`src/hdl/nv_cmd_pkg.sv`:
```
// constants, types and helpers for the nonvolatile command control block
// assumes a single 50 MHz clock domain and a 12-bit register byte address
package nv_cmd_pkg;

	// register byte addresses
	localparam logic [11:0] REG_CMD = 12'h1B4;
	localparam logic [11:0] REG_DATA = 12'h1B8;
	localparam logic [11:0] REG_ISTAT = 12'h1C0;
	localparam logic [11:0] REG_IMASK = 12'h1C4;

	// command register field positions
	localparam int unsigned BUSY_BIT = 31;
	localparam int unsigned OP_HI = 30;
	localparam int unsigned OP_LO = 28;
	localparam int unsigned TMO_BIT = 9;
	localparam int unsigned EE_ADDR_W = 9;
	localparam int unsigned DATA_W = 8;

	// operation codes
	localparam logic [2:0] OP_READ = 3'h0;
	localparam logic [2:0] OP_WRITE = 3'h3;
	localparam logic [2:0] OP_RELOAD = 3'h7;

	// interrupt status bit positions
	localparam int unsigned IRQ_DONE = 0;
	localparam int unsigned IRQ_TMO = 1;
	localparam int unsigned IRQ_BOOT = 2;
	localparam int unsigned IRQ_W = 3;

	// reset values
	localparam logic BUSY_RST = 1'b1;
	localparam logic [2:0] OP_RST = 3'h0;
	localparam logic [IRQ_W-1:0] IMASK_RST = 3'h0;

	// timing
	localparam int unsigned CLK_PERIOD_NS = 20;
	localparam int unsigned TIMEOUT_NS = 30000000;
	localparam int unsigned TIMEOUT_CYCLES = TIMEOUT_NS / CLK_PERIOD_NS;
	localparam int unsigned TMR_W = 21;

	typedef logic [TMR_W-1:0] tmr_t;

	typedef enum logic [1:0] {
		ST_IDLE = 2'b00,
		ST_LINK = 2'b01,
		ST_BOOT = 2'b10
	} ctl_state_e;

	typedef struct packed {
		ctl_state_e st;
		logic busy;
		logic [2:0] op;
		logic [EE_ADDR_W-1:0] ee_addr;
		logic tmo;
		logic [DATA_W-1:0] data;
		logic [IRQ_W-1:0] istat;
		logic [IRQ_W-1:0] imask;
		logic [31:0] rdata;
		logic link_start;
		logic reload_req;
	} ctl_s;

	localparam ctl_s CTL_RST = '{
		st: ST_BOOT,
		busy: BUSY_RST,
		op: OP_RST,
		ee_addr: 9'h000,
		tmo: 1'b0,
		data: 8'h00,
		istat: 3'h0,
		imask: IMASK_RST,
		rdata: 32'h0000_0000,
		link_start: 1'b0,
		reload_req: 1'b0
	};

	typedef struct packed {
		tmr_t cnt;
		logic expired;
	} tmr_s;

	// operations that reach the serial link
	function automatic logic op_uses_link(input logic [2:0] op);
		return (op == OP_READ) || (op == OP_WRITE);
	endfunction

	// any operation the controller acts on at all
	function automatic logic op_known(input logic [2:0] op);
		return op_uses_link(op) || (op == OP_RELOAD);
	endfunction

endpackage

```
`src/hdl/nv_command_control.sv`:
```
// host command and status control for the serial nonvolatile memory
// assumes an external link engine and boot loader beside it, one clock
// assumes link_done, link_nack and loader_done arrive as one-cycle pulses
// assumes the host waits for busy to clear before the next command
//
// Functional notes
// - writing one to bit 31 starts the selected operation
// - busy holds until the operation ends, then self-clears
// - write without memory: busy clears exactly when timeout sets
// - busy forced on after power-up, pin reset and soft reset
// - busy clears once the boot loader finishes
// - bits 30:28 run only with busy set; 000 read, 001 reserved
module nv_command_control
#(
	parameter int unsigned TIMEOUT_LIMIT = nv_cmd_pkg::TIMEOUT_CYCLES
) (
	input wire logic clk,
	input wire logic rst_n,
	input wire logic ce,
	input wire logic [11:0] reg_addr,
	input wire logic [31:0] reg_wdata,
	input wire logic reg_wr,
	input wire logic reg_rd,
	output logic [31:0] reg_rdata,
	input wire logic soft_reset,
	input wire logic loader_done,
	output logic reload_req,
	output logic link_start,
	output logic link_write,
	output logic [nv_cmd_pkg::EE_ADDR_W-1:0] link_addr,
	output logic [nv_cmd_pkg::DATA_W-1:0] link_wdata,
	input wire logic link_done,
	input wire logic link_nack,
	input wire logic [nv_cmd_pkg::DATA_W-1:0] link_rdata,
	output logic irq
);

	import nv_cmd_pkg::*;

	// command word: busy 31, op 30:28, zeros 27:10, timeout 9, addr 8:0
	// data word: byte in 7:0; status and mask: done 0, timeout 1, boot 2
	// status clears on read; the timeout bit clears on a written one
	// unmapped offsets read as zero and ignore writes
	ctl_s q;
	ctl_s d;
	logic tmo_expired;
	logic start_req;
	logic [2:0] new_op;

	// watchdog runs only while a link operation is outstanding
	nv_timeout_timer #(
		.LIMIT(TIMEOUT_LIMIT)
	) u_timer (
		.clk(clk),
		.rst_n(rst_n),
		.ce(ce),
		.run(q.st == ST_LINK),
		.expired(tmo_expired)
	);

	// a start only counts when idle; start writes while busy are dropped
	assign new_op = reg_wdata[OP_HI:OP_LO];
	assign start_req = reg_wr && (reg_addr == REG_CMD) && !q.busy &&
		reg_wdata[BUSY_BIT];

	// next state: reads and writes first, hardware events last so sets win
	always_comb begin
		d = q;
		d.link_start = 1'b0;
		d.reload_req = 1'b0;
		d.rdata = 32'h0000_0000;

		// register reads, data valid the following cycle only
		if (reg_rd) begin
			case (reg_addr)
				REG_CMD: begin
					d.rdata = {q.busy, q.op, 18'h0_0000, q.tmo, q.ee_addr};
				end
				REG_DATA: begin
					d.rdata = {24'h00_0000, q.data};
				end
				REG_ISTAT: begin
					d.rdata = {29'h0000_0000, q.istat};
					d.istat = 3'h0; // read clears
				end
				REG_IMASK: begin
					d.rdata = {29'h0000_0000, q.imask};
				end
				default: begin
					d.rdata = 32'h0000_0000;
				end
			endcase
		end

		// register writes
		if (reg_wr) begin
			case (reg_addr)
				REG_CMD: begin
					if (reg_wdata[TMO_BIT]) begin
						d.tmo = 1'b0; // write one to clear
					end
					// fields frozen while busy; protects the op in flight
					if (!q.busy) begin
						d.op = new_op;
						d.ee_addr = reg_wdata[EE_ADDR_W-1:0];
					end
				end
				REG_DATA: begin
					if (!q.busy) begin
						d.data = reg_wdata[DATA_W-1:0];
					end
				end
				REG_IMASK: begin
					d.imask = reg_wdata[IRQ_W-1:0];
				end
				default: begin
				end
			endcase
		end

		// operation launch
		if (start_req) begin
			if (op_uses_link(new_op)) begin
				d.busy = 1'b1;
				d.st = ST_LINK;
				d.link_start = 1'b1;
			end else if (new_op == OP_RELOAD) begin
				d.busy = 1'b1;
				d.st = ST_BOOT;
				d.reload_req = 1'b1;
			end
			// reserved codes finish at once with no access
		end

		// completion handling; a done beats a nack or expiry in one cycle
		// so a late answer still delivers its data
		case (q.st)
			ST_IDLE: begin
			end
			ST_LINK: begin
				if (link_done) begin
					d.busy = 1'b0;
					d.st = ST_IDLE;
					if (q.op == OP_READ) begin
						d.data = link_rdata;
					end
					d.istat[IRQ_DONE] = 1'b1;
				end else if (link_nack || tmo_expired) begin
					// flag and busy move in the same edge
					d.tmo = 1'b1;
					d.busy = 1'b0;
					d.st = ST_IDLE;
					d.istat[IRQ_TMO] = 1'b1;
				end
			end
			ST_BOOT: begin
				if (loader_done) begin
					d.busy = 1'b0;
					d.st = ST_IDLE;
					d.istat[IRQ_BOOT] = 1'b1;
				end
			end
			default: begin
				d.st = ST_IDLE;
			end
		endcase

		// soft reset blocks the host until the loader runs again
		// it drops an operation in flight without flagging a timeout
		if (soft_reset) begin
			d.busy = 1'b1;
			d.st = ST_BOOT;
			d.link_start = 1'b0;
			d.reload_req = 1'b0;
		end
	end

	// reset state has busy set and waits for the loader
	always_ff @(posedge clk or negedge rst_n) begin
		if (!rst_n) begin
			q <= CTL_RST;
		end else if (ce) begin
			q <= d;
		end
	end

	// outputs straight from the state register
	assign reg_rdata = q.rdata;
	assign reload_req = q.reload_req;
	assign link_start = q.link_start;
	assign link_write = (q.op == OP_WRITE);
	assign link_addr = q.ee_addr;
	assign link_wdata = q.data;
	assign irq = |(q.istat & q.imask);
endmodule

```
`src/hdl/nv_timeout_timer.sv`:
```
// no-answer watchdog for one serial link operation
// assumes run stays high for the whole wait and drops once it ends
module nv_timeout_timer
#(
	parameter int unsigned LIMIT = nv_cmd_pkg::TIMEOUT_CYCLES
) (
	input wire logic clk,
	input wire logic rst_n,
	input wire logic ce,
	input wire logic run,
	output logic expired
);

	import nv_cmd_pkg::*;

	tmr_s q;
	tmr_s d;

	// counts only while waiting; restart is free since run drops between ops
	always_comb begin
		d = q;
		d.expired = 1'b0;
		if (!run) begin
			d.cnt = '0;
		end else if (q.cnt == tmr_t'(LIMIT - 1)) begin
			d.expired = 1'b1;
			d.cnt = '0;
		end else begin
			d.cnt = q.cnt + tmr_t'(1);
		end
	end

	always_ff @(posedge clk or negedge rst_n) begin
		if (!rst_n) begin
			q <= '0;
		end else if (ce) begin
			q <= d;
		end
	end

	assign expired = q.expired;

endmodule

```
`config.mk`:
```
export PLATFORM = sky130hd
export DESIGN_NAME = nv_command_control
export DESIGN_NICKNAME = d
export VERILOG_FILES = /design/src/hdl/nv_cmd_pkg.sv /design/src/hdl/nv_command_control.sv /design/src/hdl/nv_timeout_timer.sv
export SDC_FILE = /design/constraint.sdc
export NUM_CORES = 1
export LEC_CHECK = 0
export ABC_AREA = 1
export BUFFER_PORTS_ARGS = -buffer_cell sky130_fd_sc_hd__buf_2
export CAP_MARGIN = 20
export CORE_MARGIN = 1
export CORE_UTILIZATION = 53
export CTS_CLUSTER_DIAMETER = 50
export DETAILED_ROUTE_END_ITERATION = 12
export GPL_TIMING_DRIVEN = 0
export PLACE_DENSITY = 0.81
export RECOVER_POWER = 100
export SKIP_LAST_GASP = 1
export SLEW_MARGIN = 20
export SYNTH_ARGS = -nofsm -noshare
export SYNTH_HDL_FRONTEND = slang
export SYNTH_SLANG_ARGS = --single-unit
```
`constraint.sdc`:
```
create_clock -name clk -period 2.05 [get_ports clk]
set_clock_uncertainty 0.1 [all_clocks]
set_input_delay 0.205 -clock clk [delete_from_list [all_inputs] [get_ports clk]]
set_output_delay 0.205 -clock clk [all_outputs]
set_load 0.05 [all_outputs]
```
Word level (Yosys, flattened, before mapping) --
Index checks and enable logic that the tools add are counted.
Cells by class: $add $sub $neg 1, reductions and logical operators 12, muxes and demuxes 38, bitwise gates (word level) 2, eq/ne operators 10
Operators with widths (count):
- case mux 32 bit (4 select lines) | 1
- == test 12 x 9 -> 1 bit, second input constant | 4
- two-way mux 21 bit | 2
- two-way mux 32 bit | 1
- two-way mux 8 bit | 4
- two-way mux 3 bit | 9
- adder 21 x 1 -> 21 bit, second input constant | 1
- == test 21 bit, second input constant | 1
- two-way mux 9 bit | 2
- two-way mux 1 bit | 14
- == test 3 x 2 -> 1 bit, second input constant | 2
- logical NOT 3 bit | 2
- two-way mux 2 bit | 3
- case mux 2 bit (3 select lines) | 1
- AND reduction 4 bit | 1
- AND 3 bit | 1
- == test 3 bit, second input constant | 1
- logical AND 1 bit | 3
- AND reduction 3 bit | 1
- OR reduction 3 bit | 1
- == test 2 x 1 -> 1 bit, second input constant | 1
- == test 2 bit, second input constant | 1
- logical NOT 2 bit | 1
- logical OR 1 bit | 2
- other kinds (3) | 3
Storage, ports and cells: bits of input ports 61, logic and storage cells 76, output and inout bits 53, flip-flop bits (word level) 86

Logic depth before layout (Yosys ltp) --
depth after elaboration 9, gate-level depth with buffers 11, gate-level depth less buffers 10

Modules after synthesis --
A second synthesis with hierarchy kept.
Second synthesis, totals: cell total of the unflattened synthesis 580, area, all modules 4372.9 um2
Modules (own cells, without submodules):
- nv_command_control | instances 1, cells each 371, area an instance 2927.8 um2, seq. area each 1153.6 um2
- nv_timeout_timer | instances 1, cells each 209, area an instance 1445.1 um2, seq. area each 550.5 um2

Least setup slack after synthesis --
Ideal clock, no wire load.
kind register to output, from register q[60] in the netlist's numbering, to output link_write, data arrival time 1.470 ns, buffers on the path 0, data required time 1.745 ns, stages on the path, launching flop included 2, slack 0.275 ns, cell sequence dfrtp_1 -> nor3_1
Between the ends: longest elaborated chain between the ends 1
RTL lines:
- start, declared | line nv_command_control.sv:44 | ctl_s q;
- start signal, assigned | line nv_command_control.sv:181 | q <= CTL_RST;
- start signal, assigned | line nv_command_control.sv:183 | q <= d;
- == test 3 x 2 -> 1 bit | line nv_command_control.sv:191 | assign link_write = (q.op == OP_WRITE);
- end, declared | line nv_command_control.sv:29 | output logic link_write,
Every way passes these cells.

Worst setup path after layout --
from register u_timer.q[1] in the netlist's numbering, to register u_timer.q[14] in the netlist's numbering
Between the ends: longest elaborated chain between the ends 3, elaborated cells on any way between the ends 4, those cells by class add/sub (1); eq/ne (1); mux (2)
RTL lines:
- start, declared | line nv_timeout_timer.sv:16 | tmr_s q;
- start signal, assigned | line nv_timeout_timer.sv:35 | q <= '0;
- start signal, assigned | line nv_timeout_timer.sv:37 | q <= d;
- adder 21 x 1 -> 21 bit / == test 21 bit (equally long branches) | line nv_timeout_timer.sv:29, nv_timeout_timer.sv:25
- two-way mux 21 bit (*) | line nv_timeout_timer.sv:25 | end else if (q.cnt == tmr_t'(LIMIT - 1)) begin
- two-way mux 21 bit (*) | line nv_timeout_timer.sv:23 | if (!run) begin
Mark *: on every way between the ends. The rest lies on a longest branch, timed or not. A chain may end at the register's enable or synchronous reset.

==> impl_metrics.ini <==
[place]
io_buffers = 77
gp_routability_congestion = 0.952
place_worst_setup_slack_ns = -0.163
place.detailed.hpwl_mm = 8.04
dpl.cell_count = 750

[synth]
synth.avg_cell_area_sq_um = 7.64
post_synth_xor_xnor_area_pct = 1.66
synth-warning-count = 0
synth_top_area_cell = dfrtp_1
share_of_flip_flops_with_an_asynchronous_set_or_reset_after_synthesis_pct = 100
number_of_enable_type_register_cells_in_the_synthesized_netlist = 0
synth_largest_type_area_fraction_pct = 39.1
synthCells = 553
synth_sequential_area_ratio_pct = 40.3
synth_compound_area_share_pct = 10.6
synthAdderAreaFrac_pct = 1.48
yosys-mux-area-fraction_pct = 0.266
synth_top_flop_cell = dfrtp_1
synth.area.top_cells = dfrtp_1 39%, nand2_1 13%, buf_4 9.1%
synth.ff_latch_count = 68
synth_top_family_by_area = simple AND/OR/NAND/NOR gates
yosys.cell_count.top_type = nand2_1
number_of_distinct_library_cells_after_synthesis = 42
synthTopCellsByCount = 150 x nand2_1, 66 x dfrtp_1, 51 x buf_4, 51 x inv_1, 45 x nor2_1
synth_area_in_simple_gates_pct = 30.1
synth.cell_area_sq_um = 4230

[die]
die_y_um = 91.3
die_area_sq_um = 8340
design.core.area_sq_um = 7730
io-pin-count = 114
start_util_pct = 54.7
chipWidth_um = 91.3
rows = 32

[global_routing]
number_of_global_route_vias_before_repair = 3685
globalRoute.totalOverflow = 0
grt_usage_pct = 26.2
grt_start_max_net_pins = 36
wire_length_of_the_first_global_routing_pass_mm = 17.2
initial_antenna_violation_count = 0

[layout]
post_layout_nonfiller_instances = 769
net_count_of_the_finished_layout = 728
layout-area-overhead-vs-synth_pct = 17.3
antenna_cells = 0
final_core_utilization_pct = 64.2
fillCellCount = 698
ff_latch_area_sq_um = 1700
final_layout_size_suffix_gt1_share_pct = 21.9
multi_input_comb_area_sq_um = 1920

[detailed_routing]
wl_per_cell_um = 13.7
dr_total_vias = 3914
drt_first_iter_violations = 237
drt_pass_1_iters = 4
routed_wl_mm = 10.5
viasPerCell = 5.09
postRouteAntennaNets = 0
drt_drc_violations_left = 0

[worst_setup_path]
cp_max_fo = 4
critical_path_arrival_ns = 2.13
critical_path.top_delay_family = simple AND/OR/NAND/NOR gates
cp_cell_sequence = ha_1 > nand2_1 > nor2_1 > nand3_1 > nor2_1 > nor2_1 > nand2_1 > nor2_1 > nand2_1 > nand2_1
cp_num_buf_inv = 0
required_ns = 2.24
timing.setup.critical_path_class = register to register
critical_path.max_stage_delay_ns = 0.42
startpoint_type = register
cp_max_delay_cell = dfrtp_1
crit_end_category = register

[power]
ir_drop_mv = 0.323
power.density_nw_per_um2 = 601
fin_total_pwr_mw = 2.98
p_leak_nw = 2.51

[timing]
maxClockFrequency_mhz = 516
hold_violations = 0
pins_over_their_slew_limit = 0
grt_setup_unrepaired = false
tns_ns = 0
maxSlewHeadroom_pct = 43.9
tightestPinTransition_ns = 0.841
min_period_over_period_pct = 94.5
layout_setup_ws_ns = 0.112
fin_crit_ns = 1.94
report.final.setup_viol = 0

[clocking]
root_buffer = clkbuf_8
clkLatencyLatePin_ns = 0.35
clock-sinks = 68
ctsLongestPathBuffers = 2
cts-buffers-inserted = 9
clock_tree.htree_level_count = 3
path_clk_slew_ns = 0.08
tritoncts = built

[worst_hold_path]
path_category_of_the_worst_min_delay_check = primary input to register

[outcome]
status = finished clean

[flow_run]
cap_violations = 0
==> logic make-up (layout without fill, tap and decap cells) <==
| family | Yosys count | in the layout |
|---|---|---|
| other cells | 1 | 18 |
| flops | 68 | 68 |
| buf+inv | 120 | 217 |
| fa+ha+maj | 5 | 5 |
| mux | 1 | 1 |
| xor+xnor | 8 | 8 |
| simple gates | 281 | 281 |
| compound gates | 69 | 69 |
==> power breakdown <==
| group | internal (mW) | switching, mW | leakage, nW |
|---|---|---|---|
| clock network | 0.480 | 0.564 | 0.0851 |
| logic | 0.157 | 0.355 | 1.49 |
| registers | 1.38 | 0.0464 | 0.929 |
| total | 2.02 | 0.966 | 2.51 |
==> cell usage in the layout (no fill, tap or decap), drive strengths merged, types with 18 or more instances in the layout <==
cell	instances
inv	59
conb	18
clkbuf	56
nor2	49
dfrtp	66
o21ai	40
buf	94
nand2	152
nand3	37
==> final timing paths <==
| path | cells after the start | slack, ns | from | endpoint |
|---|---|---|---|---|
| setup / recovery | 10 | 0.11 | u_timer.q[1] | u_timer.q[14] |
| hold / removal | 3 | 0.03 | loader_done | q[39] |
| setup reg to reg | 10 | 0.11 | u_timer.q[1] | u_timer.q[14] |
| hold reg to reg | 2 | 0.39 | reg_rdata[6] | reg_rdata[6] |
| max in group asynchronous | 3 | 0.38 | rst_n | q[63] |
| min in group asynchronous | 2 | 0.39 | rst_n | link_addr[7] |
==> cell type report <==
cell class	count	area share [%]
Buffer	61	8.71
Timing Repair Buffer	81	7.49
Tap cell	102	2.57
Clock buffer	10	2.78
Clock inverter	6	0.984
Sequential cell	68	34.4
Multi-Input combinational cell	382	38.6
Inverter	59	4.47
==> worst reg2reg max path: cells and delay by family, from the launching register on <==
| family | cells | cell delay [ns] |
|---|---|---|
| simple gates | 9 | 1.10 |
| flops | 1 | 0.42 |
| fa+ha+maj | 1 | 0.27 |
==> flip-flops by register name (all words and copies together) (netlist names) <==
register         flops
q                   13
u_timer.q           21
reg_rdata           14
link_addr            9
reload_req           1
link_wdata           8
u_timer.expired      1
link_start           1
==> through the flow <==
stage / hold WS (ns) / instance area, sq um
after global routing: 0.0488 / 4960
after global placement: 0.323 / 4800
after detailed placement: 0.0788 / 4830
after floorplan: -0.191 / 4290
after CTS: 0.0210 / 5050
final: 0.0268 / 4960
==> per-layer routing <==
| layer | vias up | wire (um) | track usage [%] |
|---|---|---|---|
| met1 | 1816 | 4710 | 34.1 |
| li1 | 1937 | - | - |
| met4 | 0 | 218 | 11.2 |
| met3 | 21 | 515 | 3.77 |
| met5 | - | 0 | 0 |
| met2 | 140 | 5050 | 43.8 |
==> timing repair <==
item / in CTS / in global routing
resized for setup: 3 / 1
hold buffers: 2 / 0
endpoints found under the setup margin: 8 / 8
pin swaps: 0 / 1
hold endpoints to repair: 33 / 0
buffers inserted: 0 / 1
(Power assumes the default switching activity.)
